<file path="src/common/loop_sync_pkg.sv">
// package: register map, line modes, carrier types and timing constants of the loopback block
package loop_sync_pkg;

    // operating line modes, gray coded along t1 -> e1 -> 6312 -> 64k
    typedef enum logic [1:0] {
        mode_t1 = 2'h0,
        mode_e1 = 2'h1,
        mode_sq6312 = 2'h3,
        mode_cc64 = 2'h2
    } line_mode_e;

    // one bipolar line sample: positive and negative rail
    typedef struct packed {
        logic pos;
        logic neg;
    } ami_s;

    // register bus widths and offsets
    localparam int ADDR_W = 8;
    localparam int DATA_W = 8;
    localparam logic [7:0] LOOP_CTRL_ADDR = 8'h20;
    localparam logic [7:0] STATUS_ADDR = 8'h21;
    localparam logic [7:0] SYNC_CFG_ADDR = 8'h22;
    localparam logic [7:0] LOOP_CTRL_RESET = 8'h00;
    localparam logic [7:0] SYNC_CFG_RESET = 8'h00;

    // field positions
    localparam int REMOTE_LOOP_BIT = 2;
    localparam int LOCAL_LOOP_BIT = 3;
    localparam int CC400_BIT = 0;
    localparam int JA_EN_BIT = 1;
    localparam int ST_MODE_LSB = 0;
    localparam int ST_JA_BIT = 2;
    localparam int ST_SDATA_BIT = 3;
    localparam int ST_RX8K_BIT = 4;
    localparam int ST_RX400_BIT = 5;

    // timing: 20 MHz system clock against the composite clock rates
    localparam int CLOCK_HZ = 20000000;
    localparam int CC_BIT_HZ = 64000;
    localparam int CC_FRAME_HZ = 8000;
    localparam int CC_SUPER_HZ = 400;
    localparam int SQ_HZ = 6312000;
    localparam int CC_BIT_CYCLES = CLOCK_HZ / CC_BIT_HZ;
    localparam logic [8:0] CC_BIT_LAST = 9'(CC_BIT_CYCLES - 1);
    localparam logic [8:0] CC_HALF = 9'(CC_BIT_CYCLES / 2);
    localparam logic [2:0] CC_BIT_IDX_LAST = 3'(CC_BIT_HZ / CC_FRAME_HZ - 1);
    localparam logic [4:0] CC_FRAME_LAST = 5'(CC_FRAME_HZ / CC_SUPER_HZ - 1);
    localparam logic [3:0] RX_MISS_MARKS = 4'(CC_BIT_HZ / CC_FRAME_HZ - 1);
    localparam logic [31:0] NCO_INC = 32'((64'(SQ_HZ) << 32) / 64'(CLOCK_HZ));

endpackage

</file>
<file path="src/rtl/loop_sync_interface.sv">
// loopback control and synchronisation-clock line modes of the line interface unit
//
// Overview of operation
// remote loop bit sends line receive to transmit
// framer still sees receive; formatter data dropped
// local loop replaces receive with transmit data
// local loop path passes jitter attenuator when enabled
// software writes zero to unused loop bits
// composite mode: AMI, 8k violation, 400Hz omission
// composite variants: with or without 400Hz
// receive recovers 64k, 8k and 400Hz references
// transmit violations align to 8k sync input
// no sync input: free-running 8k violations
// 6312 mode transmits square wave clock
// 6312 receive accepts square or sine input
// 6312 receive clock follows received signal
// 6312 mode: 8k and 400Hz outputs three-stated
// 6312 pll clock output is 50% square wave
// 6312 transmit clock mirrors pll, remote loop: receive
// 6312 mode ignores serial data and sync input
// 6312 mode three-states both transmit line outputs
// jitter attenuator only in t1 and e1 modes
// line mode comes from outside, one only
// both loop bits reset to zero
//
// Chosen here: the address-and-strobe port.
`timescale 1ns/1ns
module loop_sync_interface (
    // clock and reset
    input wire logic clock,
    input wire logic reset,
    // register port
    input wire logic [7:0] reg_addr,
    input wire logic [7:0] reg_wdata,
    input wire logic reg_wr,
    input wire logic reg_rd,
    output logic [7:0] reg_rdata,
    // configuration from the device level
    input wire loop_sync_pkg::line_mode_e line_mode,
    // line pins
    input wire loop_sync_pkg::ami_s line_rx,
    output loop_sync_pkg::ami_s line_tx,
    output logic line_tx_oe,
    // framer and formatter side
    input wire loop_sync_pkg::ami_s tx_fmt,
    output loop_sync_pkg::ami_s rx_frm,
    // sync pins
    input wire logic serial_data_in,
    input wire logic tx_sync_8k_in,
    output logic rx_sync_8k_out,
    output logic rx_sync_8k_oe,
    output logic rx_400hz_out,
    output logic rx_400hz_oe,
    // clock outputs
    output logic rx_clock_out,
    output logic tx_clock_out,
    output logic pll_clock_out
);

    // ****************************************
    // registers and mode
    // ****************************************
    logic [7:0] loop_ctrl_reg; // loopback control, only bits 2 and 3 stored
    logic [7:0] sync_cfg_reg; // composite variant and attenuator enable
    loop_sync_pkg::line_mode_e mode_reg; // registered line mode
    logic remote_loop; // remote loopback enabled
    logic local_loop; // local loopback enabled
    logic is_cc; // composite clock mode
    logic is_sq; // 6312 kHz mode
    logic ja_active; // attenuator really in the path

    assign remote_loop = loop_ctrl_reg[loop_sync_pkg::REMOTE_LOOP_BIT];
    assign local_loop = loop_ctrl_reg[loop_sync_pkg::LOCAL_LOOP_BIT];
    assign is_cc = (mode_reg == loop_sync_pkg::mode_cc64);
    assign is_sq = (mode_reg == loop_sync_pkg::mode_sq6312);
    // attenuator exists only for t1 and e1 lines
    assign ja_active = sync_cfg_reg[loop_sync_pkg::JA_EN_BIT] && !is_cc && !is_sq;

    // line mode taken each cycle; one encoding means one mode
    always_ff @(posedge clock) begin
        if (reset) begin
            mode_reg <= loop_sync_pkg::mode_t1;
        end else begin
            mode_reg <= line_mode;
        end
    end

    // register writes; unused loop bits are never stored, so a stray one cannot act
    always_ff @(posedge clock) begin
        if (reset) begin
            loop_ctrl_reg <= loop_sync_pkg::LOOP_CTRL_RESET;
            sync_cfg_reg <= loop_sync_pkg::SYNC_CFG_RESET;
        end else if (reg_wr) begin
            if (reg_addr == loop_sync_pkg::LOOP_CTRL_ADDR) begin
                loop_ctrl_reg <= reg_wdata & 8'h0c;
            end
            if (reg_addr == loop_sync_pkg::SYNC_CFG_ADDR) begin
                sync_cfg_reg <= reg_wdata & 8'h03;
            end
        end
    end

    // ****************************************
    // pin synchronisers
    // ****************************************
    loop_sync_pkg::ami_s rx_s1, rx_s2, rx_s3; // line receive, stage 3 for edges
    logic sync_s1, sync_s2, sync_s3; // transmit 8k sync pin
    logic sdata_s1, sdata_s2; // serial data pin

    // two flops before any use; third stage only for edge detection
    always_ff @(posedge clock) begin
        if (reset) begin
            rx_s1 <= '0;
            rx_s2 <= '0;
            rx_s3 <= '0;
            sync_s1 <= 1'b0;
            sync_s2 <= 1'b0;
            sync_s3 <= 1'b0;
            sdata_s1 <= 1'b0;
            sdata_s2 <= 1'b0;
        end else begin
            rx_s1 <= line_rx;
            rx_s2 <= rx_s1;
            rx_s3 <= rx_s2;
            sync_s1 <= tx_sync_8k_in;
            sync_s2 <= sync_s1;
            sync_s3 <= sync_s2;
            sdata_s1 <= serial_data_in;
            sdata_s2 <= sdata_s1;
        end
    end

    // ****************************************
    // composite clock transmitter
    // ****************************************
    logic [8:0] cc_cnt; // cycles inside one 64k bit
    logic [2:0] cc_bit; // bit inside the 8k frame
    logic [4:0] cc_frame; // frame inside the 400 Hz superframe
    logic cc_pol; // polarity of last mark sent
    logic sync_edge; // rising edge of the 8k reference
    logic cc_viol_due; // this bit carries a violation
    loop_sync_pkg::ami_s cc_tx; // composite line symbol

    // the sync pin is not looked at in 6312 mode
    assign sync_edge = sync_s2 && !sync_s3 && is_cc;
    // the violation is skipped once per superframe in the 400 Hz variant
    assign cc_viol_due = (cc_bit == 3'h0) &&
        !(sync_cfg_reg[loop_sync_pkg::CC400_BIT] && cc_frame == loop_sync_pkg::CC_FRAME_LAST);

    // bit, frame and superframe counters; a reference edge restarts the frame
    always_ff @(posedge clock) begin
        if (reset || sync_edge) begin
            cc_cnt <= 9'h000;
            cc_bit <= 3'h0;
            cc_frame <= 5'h00;
        end else if (cc_cnt == loop_sync_pkg::CC_BIT_LAST) begin
            // free running when no reference arrives
            cc_cnt <= 9'h000;
            cc_bit <= cc_bit + 3'h1;
            if (cc_bit == loop_sync_pkg::CC_BIT_IDX_LAST) begin
                cc_frame <= (cc_frame == loop_sync_pkg::CC_FRAME_LAST) ? 5'h00 : cc_frame + 5'h01;
            end
        end else begin
            cc_cnt <= cc_cnt + 9'h001;
        end
    end

    // every bit is a mark; alternate polarity except at a violation
    always_ff @(posedge clock) begin
        if (reset) begin
            cc_pol <= 1'b0;
        end else if (cc_cnt == 9'h000 && !cc_viol_due) begin
            cc_pol <= !cc_pol;
        end
    end

    // half-width marks start one cycle into the bit, once the new polarity has settled;
    // starting at count 0 would show a one-cycle spike of the old polarity
    assign cc_tx.pos = (cc_cnt != 9'h000) && (cc_cnt <= loop_sync_pkg::CC_HALF) && cc_pol;
    assign cc_tx.neg = (cc_cnt != 9'h000) && (cc_cnt <= loop_sync_pkg::CC_HALF) && !cc_pol;

    // ****************************************
    // 6312 kHz square wave generator
    // ****************************************
    logic [31:0] nco_acc; // phase accumulator

    // top bit of a phase accumulator gives a near 50% duty square wave
    always_ff @(posedge clock) begin
        if (reset) begin
            nco_acc <= 32'h0000_0000;
        end else begin
            nco_acc <= nco_acc + loop_sync_pkg::NCO_INC;
        end
    end

    // ****************************************
    // composite clock receiver
    // ****************************************
    logic mark_pos, mark_neg; // mark starts
    logic rx_last_pol; // polarity of last received mark
    logic [3:0] rx_marks; // marks since last violation
    logic rx_8k_reg, rx_400_reg; // recovered references

    assign mark_pos = rx_s2.pos && !rx_s3.pos;
    assign mark_neg = rx_s2.neg && !rx_s3.neg;

    // a repeated polarity is a violation (8k); a missed one marks 400 Hz
    always_ff @(posedge clock) begin
        if (reset) begin
            rx_last_pol <= 1'b0;
            rx_marks <= 4'h0;
            rx_8k_reg <= 1'b0;
            rx_400_reg <= 1'b0;
        end else if (mark_pos || mark_neg) begin
            rx_last_pol <= mark_pos;
            rx_8k_reg <= (mark_pos == rx_last_pol);
            rx_400_reg <= (mark_pos != rx_last_pol) && (rx_marks == loop_sync_pkg::RX_MISS_MARKS);
            if (mark_pos == rx_last_pol || rx_marks == loop_sync_pkg::RX_MISS_MARKS) begin
                rx_marks <= 4'h0;
            end else begin
                rx_marks <= rx_marks + 4'h1;
            end
        end
    end

    // ****************************************
    // loopback data paths
    // ****************************************
    loop_sync_pkg::ami_s tx_src; // what the transmitter would send
    loop_sync_pkg::ami_s ja_reg; // attenuator retiming stage
    loop_sync_pkg::ami_s rx_src; // what the framer should see

    // formatter or composite generator feeds the local path
    assign tx_src = is_cc ? cc_tx : tx_fmt;

    // stand-in for the attenuator: one retiming stage in the loop path
    always_ff @(posedge clock) begin
        if (reset) begin
            ja_reg <= '0;
        end else begin
            ja_reg <= tx_src;
        end
    end

    // local loop swaps line receive for transmit data
    always_comb begin
        if (local_loop) begin
            rx_src = ja_active ? ja_reg : tx_src;
        end else begin
            rx_src = rx_s2;
        end
    end

    // framer keeps receiving during remote loop; a 6312 square input is just a level
    always_ff @(posedge clock) begin
        if (reset) begin
            rx_frm <= '0;
        end else begin
            rx_frm <= rx_src;
        end
    end

    // transmit line: remote loop wins, formatter output is dropped
    always_ff @(posedge clock) begin
        if (reset) begin
            line_tx <= '0;
            line_tx_oe <= 1'b0;
        end else begin
            line_tx <= remote_loop ? rx_s2 : tx_src;
            line_tx_oe <= !is_sq;
        end
    end

    // ****************************************
    // clock and reference outputs
    // ****************************************
    logic rx_clk_now; // recovered receive clock
    assign rx_clk_now = is_sq ? rx_s2.pos : (rx_s2.pos || rx_s2.neg);

    // clock pins; 6312 sends the square wave, not a sinusoid
    always_ff @(posedge clock) begin
        if (reset) begin
            rx_clock_out <= 1'b0;
            tx_clock_out <= 1'b0;
            pll_clock_out <= 1'b0;
        end else begin
            rx_clock_out <= rx_clk_now;
            pll_clock_out <= nco_acc[31];
            tx_clock_out <= remote_loop ? rx_clk_now : nco_acc[31];
        end
    end

    // references released in 6312 mode
    always_ff @(posedge clock) begin
        if (reset) begin
            rx_sync_8k_out <= 1'b0;
            rx_400hz_out <= 1'b0;
            rx_sync_8k_oe <= 1'b0;
            rx_400hz_oe <= 1'b0;
        end else begin
            rx_sync_8k_out <= rx_8k_reg && is_cc;
            rx_400hz_out <= rx_400_reg && is_cc;
            rx_sync_8k_oe <= !is_sq;
            rx_400hz_oe <= !is_sq;
        end
    end

    // ****************************************
    // register read port
    // ****************************************
    // read data stands only in the cycle after the strobe; unmapped reads zero
    always_ff @(posedge clock) begin
        if (reset || !reg_rd) begin
            reg_rdata <= 8'h00;
        end else begin
            unique case (reg_addr)
                loop_sync_pkg::LOOP_CTRL_ADDR: reg_rdata <= loop_ctrl_reg;
                loop_sync_pkg::SYNC_CFG_ADDR: reg_rdata <= sync_cfg_reg;
                loop_sync_pkg::STATUS_ADDR: begin
                    reg_rdata <= {2'h0, rx_400_reg, rx_8k_reg, sdata_s2 && !is_sq,
                        ja_active, mode_reg};
                end
                default: reg_rdata <= 8'h00;
            endcase
        end
    end

    // ****************************************
    // assertions
    // ****************************************
    a_remote_loop_path: assert property (@(posedge clock) disable iff (reset)
        remote_loop |=> line_tx == $past(rx_s2))
        else $error("remote loop data not on transmit line");

    a_local_loop_path: assert property (@(posedge clock) disable iff (reset)
        local_loop && !ja_active |=> rx_frm == $past(tx_src))
        else $error("local loop data not at framer");

    a_ja_loop_path: assert property (@(posedge clock) disable iff (reset)
        local_loop && ja_active |=> rx_frm == $past(tx_src, 2))
        else $error("attenuator missing from local loop");

    a_frm_normal: assert property (@(posedge clock) disable iff (reset)
        !local_loop |=> rx_frm == $past(rx_s2))
        else $error("framer lost receive data");

    a_ja_mode_gate: assert property (@(posedge clock) disable iff (reset)
        (is_cc || is_sq) |-> !ja_active)
        else $error("attenuator active in sync mode");

    a_sq_tx_hiz: assert property (@(posedge clock) disable iff (reset)
        is_sq ##1 is_sq |-> !line_tx_oe)
        else $error("transmit line driven in 6312 mode");

    a_sq_ref_hiz: assert property (@(posedge clock) disable iff (reset)
        is_sq ##1 is_sq |-> !rx_sync_8k_oe && !rx_400hz_oe)
        else $error("references driven in 6312 mode");

    a_tclk_select: assert property (@(posedge clock) disable iff (reset)
        ##1 tx_clock_out == ($past(remote_loop) ? rx_clock_out : pll_clock_out))
        else $error("transmit clock source wrong");

    a_cc_sync_align: assert property (@(posedge clock) disable iff (reset)
        sync_edge |=> cc_cnt == 9'h000 && cc_bit == 3'h0 ##1 cc_cnt == 9'h001)
        else $error("violation not aligned to reference");

    a_loop_reset: assert property (@(posedge clock)
        reset |=> !remote_loop && !local_loop)
        else $error("loop bits not cleared by reset");

endmodule

</file>
<file path="config.mk">
export PLATFORM = sky130hd
export DESIGN_NAME = loop_sync_interface
export DESIGN_NICKNAME = d
export VERILOG_FILES = /design/src/common/loop_sync_pkg.sv /design/src/rtl/loop_sync_interface.sv
export SDC_FILE = /design/constraint.sdc
export NUM_CORES = 1
export LEC_CHECK = 0
export BUFFER_PORTS_ARGS = -buffer_cell sky130_fd_sc_hd__buf_4
export CORE_ASPECT_RATIO = 2
export CORE_MARGIN = 1
export CORE_UTILIZATION = 25
export CTS_CLUSTER_DIAMETER = 120
export DETAILED_ROUTE_END_ITERATION = 10
export HOLD_SLACK_MARGIN = 0.02
export MAX_ROUTING_LAYER = met4
export PLACE_DENSITY_LB_ADDON = 0.2
export SETUP_SLACK_MARGIN = 0.3
export SYNTH_ARGS = -nofsm -noshare
export SYNTH_HDL_FRONTEND = slang
export SYNTH_SLANG_ARGS = --single-unit
</file>
<file path="constraint.sdc">
create_clock -name clock -period 2.8 [get_ports clock]
set_clock_uncertainty 0.15 [all_clocks]
set_input_delay 0.14 -clock clock [delete_from_list [all_inputs] [get_ports clock]]
set_output_delay 0.14 -clock clock [all_outputs]
set_load 0.02 [all_outputs]
</file>
==> results of run 1 <==
==> kinds of logic (layout without fill, tap and decap cells) <==
family / after synthesis / in the layout
AND/OR/NAND/NOR: 199 / 199
AO/OA/AOI/OAI: 101 / 101
flip-flops: 91 / 91
buffers and inverters: 40 / 98
XOR/XNOR: 16 / 16
multiplexers: 15 / 15
adder cells (fa/ha/maj): 8 / 8
other: 1 / 2
==> area by class of cell <==
| class | instances | share of cell area, % |
|---|---|---|
| clock buffers | 11 | 4.74 |
| clock inverters | 4 | 1.10 |
| inverters | 18 | 1.32 |
| multi-input cells | 341 | 42.0 |
| flip-flops and latches | 91 | 35.6 |
| well taps | 204 | 4.98 |
| repair buffers | 65 | 10.3 |
==> repair_timing <==
action,4_1_cts,5_1_grt
setup endpoints to repair,0,2
hold buffers,15,0
hold endpoints to repair,15,0
setup buffers,0,5
gates resized for setup,0,4
==> layout by cell type, fill, tap and decap left out, types with 3 or more instances in the layout <==
cell and instances:
a21o_1 5, buf_4 50, o21ai_1 3, clkbuf_16 9, or4_1 4, nand3_1 20, nor2_1 64, nor3_1 17
nand2b_1 5, nor4_1 6, ha_1 7, inv_6 3, nor3b_1 3, xor2_1 5, and2_1 5, o31ai_1 7
nor2b_1 27, nand4_1 5, a21oi_1 30, inv_1 17, nand2_1 17, or3_1 4, a311oi_1 4, a211oi_1 3
mux2_1 3, a31oi_1 4, and3_1 5, a22oi_1 3, dlygate4sd3_1 15, mux2i_1 11, o21a_1 6, xnor2_1 11
o21ai_0 12, dfxtp_1 89
==> worst max-delay path, stage by stage, from the launching register on <==
cell      delay, ps
dfxtp_2         330
inv_1            60
ha_2            170
or4b_4          490
a21o_4          260
a2111o_1        450
o311a_1         140
a221o_1         260
==> power by group through the flow <==
stage	sequential [mW]	combinational [mW]	clock, mW
floorplan	1.52	0.378	0
global placement	1.56	0.485	0
detailed placement	1.57	0.493	0
CTS	1.54	0.511	1.28
global route	1.56	0.594	1.33
finish	1.54	0.533	1.25
==> worst paths after layout <==
check,to,slack [ps],cells past startpoint
max,nco_acc[31],370,7
min,reg_rdata[3],30,3
max reg2reg,nco_acc[31],370,7
min reg2reg,rx_s2[1],290,1
==> layer usage <==
layer  global-route usage (%)  vias up  wire [um]
met5                        -        -          0
met4                     5.23        0        184
met3                     2.27       13        223
met2                     24.2       45       5900
met1                     12.6     1692       3860
li1                         -     1789          -
==> results.cfg, run 1 <==
[pwr]
powerDensity_nw_per_um2 = 648
clockPowerShare_pct = 37.5
power_frac_comb_pct = 16.0
power_frac_seq_pct = 46.4
power_mw = 3.32
p_leak_nw = 2.03
ir_drop_mv = 0.309
switching_share_pct = 28.2
intPower_mw = 2.38
net-switching-power_uw = 938

[route]
wl_per_cell_um = 13.8
final_antenna_net_count = 0
vias = 3539
wl_um = 10200
drtPass1Iterations = 4
vias_per_cell = 4.82
drt_iter0_drc = 167
drc_errors = 0

[cts]
cts.sinks = 91
cts_tree = built
clk_latency_ps = 350
clkTransAtPathRegs_ps = 70
clock_path_buffers = 2
cts-root-buf = clkbuf_16
cts_buffers = 9
cts_htree_levels = 3

[final_layout]
top_register = nco_acc
fin_nets = 562
postLayoutCellArea_sq_um = 5120
utilization_pct = 31.7
syn_to_final_growth_pct = 23.8
multi_input_area_sq_um = 2150
drive_above_1_share_pct = 15.3
regArea_sq_um = 1820
nFillCells = 1764
largest_reg_flops = 31
top_regs = nco_acc: 31 flops, cc_cnt: 9 flops, reg_rdata: 6 flops
n_antenna_cell = 0
fin_cells = 734

[logic_synthesis]
synth-compound-area-share_pct = 16.9
yosys_most_used_dff = dfxtp_1
yosysWarnings = 0
synth.most_common_cell = dfxtp_1
muxShareOfSynthArea_pct = 3.75
async_flop_share_pct = 0
yosys-top-cells-count = 91 x dfxtp_1, 64 x nor2_1, 30 x a21oi_1
synthAdderAreaFrac_pct = 2.42
synth_top_area_cell = dfxtp_1
avgSynthCellArea_sq_um = 8.78
netlist_top_cells_area = dfxtp_1 44%, nor2_1 5.8%, nor2b_1 4.1%
synth_top_area_share_pct = 44.0
synthSimpleGateAreaFrac_pct = 25.2
synth_edf_count = 0
synth_top_family_by_area = simple AND/OR/NAND/NOR gates
netlist_instances = 471
yosysSeqAreaShare_pct = 44.0
synth_xor_area_share_pct = 3.39
ys_ff_latch = 91
syn-cell-area_sq_um = 4140
synth_cell_type_count = 67

[placement]
gp_congestion = 0.785
hpwl_um = 7500
place_area_sq_um = 4630
place_ws_ps = 363
dp.cells = 699
io_buffers = 41

[critical_path]
critPathMaxFanout = 4
critPathRequiredTime_ps = 2880
critPathLaunchType = flip-flop
critical_path_class = reg -> reg
startpoint = nco_acc[2]
worstSetupEndpointType = flip-flop
crit_arrival_ps = 2510
r2r-start = nco_acc[2]

[floorplan]
fp.dieH_um = 184
core_area_sq_um = 16200
ios = 48
num_rows = 66
die_area_sq_um = 17100
start_util_pct = 25.6
fp.dieW_um = 93.0

[sta]
relSlewSlack_pct = 57.0
setup_violations = 0
fin_crit_sh_pct = 86.8
drv_slew = 0
timing.final.ws_setup_ps = 370
clock.fmax_ghz = 0.412
finalCriticalPeriod_ps = 2430
finalSetupTns_ps = 0
worst_pin_slew_ps = 641
hold_viol = 0
rsz0062_at_grt = no
timing.hold.ws_ps = 27.5

[grt]
grt_usage_pct = 12.8
grt_max_degree = 42
grt_overflow = 0
antenna_found_initial = 0
grt_first_pass_wirelength_um = 16600
first_global_vias = 3403

[min_path]
hp-start = reg_addr[0]
min_path_type = in -> reg

[flow_run]
max-cap-violations = 0

[status]
status = completed
Note: power is estimated with default switching activity, not from simulation.
==> inputs of run 2 (changes only) <==
--- a/config.mk
+++ b/config.mk
@@ -13,7 +13,7 @@
 export DETAILED_ROUTE_END_ITERATION = 10
 export HOLD_SLACK_MARGIN = 0.02
 export MAX_ROUTING_LAYER = met4
-export PLACE_DENSITY_LB_ADDON = 0.2
+export PLACE_DENSITY = 0.43
 export SETUP_SLACK_MARGIN = 0.3
 export SYNTH_ARGS = -nofsm -noshare
 export SYNTH_HDL_FRONTEND = slang
==> run 2 against run 1 <==
Cell count decreased by 0.14%. Largest cell class unchanged. Sequential power about the same. Routed wire length fell by 0.45%. Cell area grew 0.17%. Non-clock buffer count down 2. Core utilization grew 0.054 points. Worst hold slack gained 13 ps. Global-route usage barely moved. Critical path type unchanged. Clock-buffer cell count decreased by 2. Sequential share of layout area fell by 0.061 points. Largest power group unchanged.
==> results.cfg, run 2 (synthesis results as in run 1) <==
[critical_path]
startpoint = nco_acc[1]
critical_path_class = reg -> reg
r2r-end = nco_acc[31]
r2r_cells = 7
cpMaxStageDelayCell = or4b_4
crit_arrival_ps = 2520
reg2reg_slack_ps = 370
critPathLaunchType = flip-flop
worstSetupEndpointType = flip-flop
cpPeakStageDelay_ps = 500
critPathRequiredTime_ps = 2890
r2r-start = nco_acc[1]
critPathMaxFanout = 5
path_cells = inv_1, ha_4, or4b_4, a21o_4, a2111o_1, o311a_1, a221o_1

[floorplan]
fp.dieW_um = 93.0
num_rows = 66
fp.dieH_um = 184
die_area_sq_um = 17100
core_area_sq_um = 16200
start_util_pct = 25.6
ios = 48

[pwr]
net-switching-power_mw = 1.00
ir_drop_mv = 0.294
p_leak_nw = 2.03
power_frac_comb_pct = 16.1
intPower_mw = 2.29
switching_share_pct = 30.4
power_frac_seq_pct = 46.9
powerDensity_nw_per_um2 = 642
clockPowerShare_pct = 37.1

[sta]
relSlewSlack_pct = 56.3
finalCriticalPeriod_ps = 2430
drv_slew = 0
finalSetupTns_ps = 0
clock.fmax_ghz = 0.412
rsz0062_at_grt = no
timing.hold.ws_ps = 40.4
worst_pin_slew_ps = 647
setup_violations = 0
fin_crit_sh_pct = 86.7
hold_viol = 0

[placement]
hpwl_um = 7550
io_buffers = 41
gp_congestion = 0.771

[final_layout]
largest_reg_flops = 31
syn_to_final_growth_pct = 24.0
layout_common_cells = 89 x dfxtp_1, 64 x nor2_1, 48 x buf_4
n_antenna_cell = 0
nFillCells = 1775
multi_input_area_sq_um = 2170
drive_above_1_share_pct = 15.5
fin_nets = 560
regArea_sq_um = 1820
mostFrequentLayoutCell = dfxtp_1
top_register = nco_acc
top_regs = nco_acc: 31 flops, cc_cnt: 9 flops, reg_rdata: 6 flops

[route]
drtPass1Iterations = 4
wl_um = 10100
drc_errors = 0
vias = 3506
vias_per_cell = 4.78
final_antenna_net_count = 0
wl_per_cell_um = 13.8
drt_iter0_drc = 101

[cts]
cts_buffers = 9
clock_path_buffers = 2
cts_tree = built
cts.sinks = 91
clkTransAtPathRegs_ps = 80
clk_latency_ps = 350
cts_htree_levels = 3
cts-root-buf = clkbuf_16

[grt]
antenna_found_initial = 0
grt_usage_pct = 12.9
grt_first_pass_wirelength_um = 16600
grt_max_degree = 45
grt_overflow = 0
first_global_vias = 3387

[min_path]
hold-path-endpoint = reg_rdata[0]
min_path_type = in -> reg
min_path_cells = 4
hp-start = reg_addr[6]

[status]
status = completed

[flow_run]
max-cap-violations = 0
[run 2: cell count changes in the layout (fill, tap and decap cells not counted), sizes merged]
cell,before,now
clkinv,1,4
buf,50,48
clkbuf,11,9
bufinv,1,0
clkinvlp,0,1
[run 2: metal layers]
metal | share of wire (%) | wire length, um | global-route usage, %
met1 | 38 | 3820 | 12.4
met2 | 57 | 5750 | 24.1
met3 | 1.9 | 195 | 1.90
met4 | 3.4 | 344 | 7.02
met5 | 0 | 0 | -
[run 2: what timing repair did]
| item | CTS | global route |
|---|---|---|
| hold buffers | 15 | 0 |
| buffers inserted | 0 | 3 |
| cloned | 0 | 0 |
| hold endpoints to repair | 16 | 0 |
| pin swaps | 0 | 3 |
| gates resized for setup | 1 | 6 |
| setup endpoints to repair | 1 | 2 |
[run 2: worst max-delay path by stage]
stage,end,slack [ps],cells after the start
6_report,nco_acc[31],370,7
5_1_grt,nco_acc[31],310,7
4_1_cts,nco_acc[31],350,7
3_5_place_dp,nco_acc[29],330,7
3_3_place_gp,nco_acc[29],370,7
2_1_floorplan,nco_acc[31],510,7
[run 2: layout make-up]
type                            count  area share [%]
Clock inverter                      7            1.56
Multi-Input combinational cell    341            42.3
Inverter                           18            1.32
Sequential cell                    91            35.5
Tap cell                          204            4.97
Clock buffer                        9            4.39
Timing Repair Buffer               63            9.95
[run 2: metrics by stage]
stage	instance area [sq um]	total power [mW]	std cells	util, %	setup slack, ps
after floorplan	4140	1.90	472	-	513
after global placement	4630	2.06	699	28.6	370
after detailed placement	4630	2.06	699	28.6	333
after CTS	5090	3.33	730	31.4	347
after global routing	5130	3.48	733	31.7	312
final	5130	3.30	733	31.7	371
[run 2: power by group through the flow]
| stage | Combinational (mW) | Sequential [mW] | Clock, mW |
|---|---|---|---|
| 2_1_floorplan | 0.378 | 1.52 | 0 |
| 3_3_place_gp | 0.490 | 1.57 | 0 |
| 3_5_place_dp | 0.495 | 1.57 | 0 |
| 4_1_cts | 0.516 | 1.54 | 1.27 |
| 5_1_grt | 0.585 | 1.57 | 1.33 |
| 6_report | 0.530 | 1.54 | 1.22 |
[run 2: critical path, delay by kind of cell, from the launching register on]
kind,cells,cell delay (ps)
fa+ha+maj,1,140
flops,1,340
simple gates,1,500
buf+inv,1,80
compound gates,4,1120
==> inputs of run 3 (changes only) <==
--- a/config.mk
+++ b/config.mk
@@ -11,6 +11,7 @@
 export CORE_UTILIZATION = 25
 export CTS_CLUSTER_DIAMETER = 120
 export DETAILED_ROUTE_END_ITERATION = 10
+export GPL_TIMING_DRIVEN = 0
 export HOLD_SLACK_MARGIN = 0.02
 export MAX_ROUTING_LAYER = met4
 export PLACE_DENSITY = 0.43
==> run 3 against run 2 <==
First-iteration DRC count is 44% higher. Clock-buffer cell count is 1 higher. Fmax is 1.4% higher. Via count is 2.8% higher. Critical path type unchanged. Die area stayed put.
==> results.cfg, run 3 (synthesis results as in run 1) <==
[final_layout]
mostFrequentLayoutCell = dfxtp_1
n_antenna_cell = 0
syn_to_final_growth_pct = 26.8
largest_reg_flops = 31
postLayoutCellArea_sq_um = 5250
layout_common_cells = 89 x dfxtp_1, 64 x nor2_1, 48 x buf_4
drive_above_1_share_pct = 15.9
top_regs = nco_acc: 31 flops, cc_cnt: 9 flops, reg_rdata: 6 flops
fin_nets = 578
top_register = nco_acc

[critical_path]
startpoint = nco_acc[1]
worstSetupEndpointType = flip-flop
critPathRequiredTime_ps = 2880
critPathMaxFanout = 4
crit_family = compound AO/OA/AOI/OAI gates
path_cells = inv_4, ha_4, or4b_4, a211oi_4, o311ai_2, a221oi_2, mux2_1
critPathLaunchType = flip-flop
crit_arrival_ps = 2480
cpMaxStageDelayCell = or4b_4
cp.buffers_inverters = 1
cpPeakStageDelay_ps = 500
critical_path_class = reg -> reg
r2r-start = nco_acc[1]

[sta]
finalSetupTns_ps = 0
worst_pin_slew_ps = 701
timing.final.ws_setup_ps = 404
rsz0062_at_grt = no
finalCriticalPeriod_ps = 2400
setup_violations = 0
hold_viol = 0
relSlewSlack_pct = 52.6
clock.fmax_ghz = 0.417
fin_crit_sh_pct = 85.6
drv_slew = 0

[floorplan]
ios = 48
core_area_sq_um = 16200
die_area_sq_um = 17100
fp.dieH_um = 184
num_rows = 66
start_util_pct = 25.6
fp.dieW_um = 93.0

[grt]
antenna_found_initial = 0
grt_overflow = 0
grt_usage_pct = 14.4
grt_first_pass_wirelength_um = 18200
grt_max_degree = 18
first_global_vias = 3638

[route]
drtPass1Iterations = 4
wl_per_cell_um = 14.8
final_antenna_net_count = 0
vias_per_cell = 4.80
wl_um = 11100
drc_errors = 0
vias = 3603
drt_iter0_drc = 145

[pwr]
p_leak_nw = 2.07
power_mw = 3.40
powerDensity_nw_per_um2 = 649
ir_drop_mv = 0.307

[cts]
cts_tree = built
cts_buffers = 9
cts-root-buf = clkbuf_16
cts_htree_levels = 3
clkTransAtPathRegs_ps = 70
clk_latency_ps = 350
clock_path_buffers = 2
cts.sinks = 91

[min_path]
hp-start = reg_addr[6]
min_path_type = in -> reg

[placement]
place_area_sq_um = 4700
gp_congestion = 0.812
hpwl_um = 8370
io_buffers = 40
place_ws_ps = 226

[flow_run]
max-cap-violations = 0

[status]
status = completed
==> run 3: cell type report <==
class / count / area (sq um)
Fill cell: 1754 / 10900
Multi-Input combinational cell: 341 / 2190
Sequential cell: 91 / 1830
Timing Repair Buffer: 59 / 480
Tap cell: 204 / 255
Clock buffer: 10 / 239
Buffer: 22 / 108
Clock inverter: 6 / 82.6
Inverter: 18 / 70.1
==> run 3: through the flow <==
| stage | cells | util [%] | hold WS [ps] |
|---|---|---|---|
| after floorplan | 472 | - | 69.3 |
| after global placement | 716 | 29.0 | 198 |
| after detailed placement | 716 | 29.0 | 195 |
| after CTS | 749 | 32.2 | 35.2 |
| after global routing | 751 | 32.4 | 56.4 |
| final | 751 | 32.4 | 44.0 |
==> run 3: worst register-to-register path, cell delays in order, from the launching register on <==
cell and delay (ps):
dfxtp_4 360, inv_4 60, ha_4 120, or4b_4 500, a211oi_4 270, o311ai_2 130
a221oi_2 330, mux2_1 350
==> run 3: final timing paths <==
kind	to	slack (ps)	cells after the start
worst max-delay path	nco_acc[29]	400	7
worst max register to register	nco_acc[29]	400	7
worst min register to register	sdata_s2	290	1
worst min-delay path	reg_rdata[0]	40	4
==> run 3: power breakdown <==
part	switching (mW)	leakage (nW)	internal (mW)	total, mW
sequential	0.117	0.747	1.40	1.52
clock	0.570	0.154	0.736	1.31
combinational	0.316	1.16	0.264	0.580
==> run 3: routing by layer <==
metal	up-vias	track usage [%]	wire length, um
li1	1820	-	-
met1	1712	13.9	4110
met2	52	27.4	6440
met3	19	2.36	266
met4	0	6.52	309
met5	-	-	0
==> run 3: what timing repair did <==
action	in CTS	in global routing
resized for setup	5	8
setup endpoints to repair	1	6
setup buffers	2	2
pin swaps	3	5
hold buffers	15	0
endpoints found under the hold margin	16	0
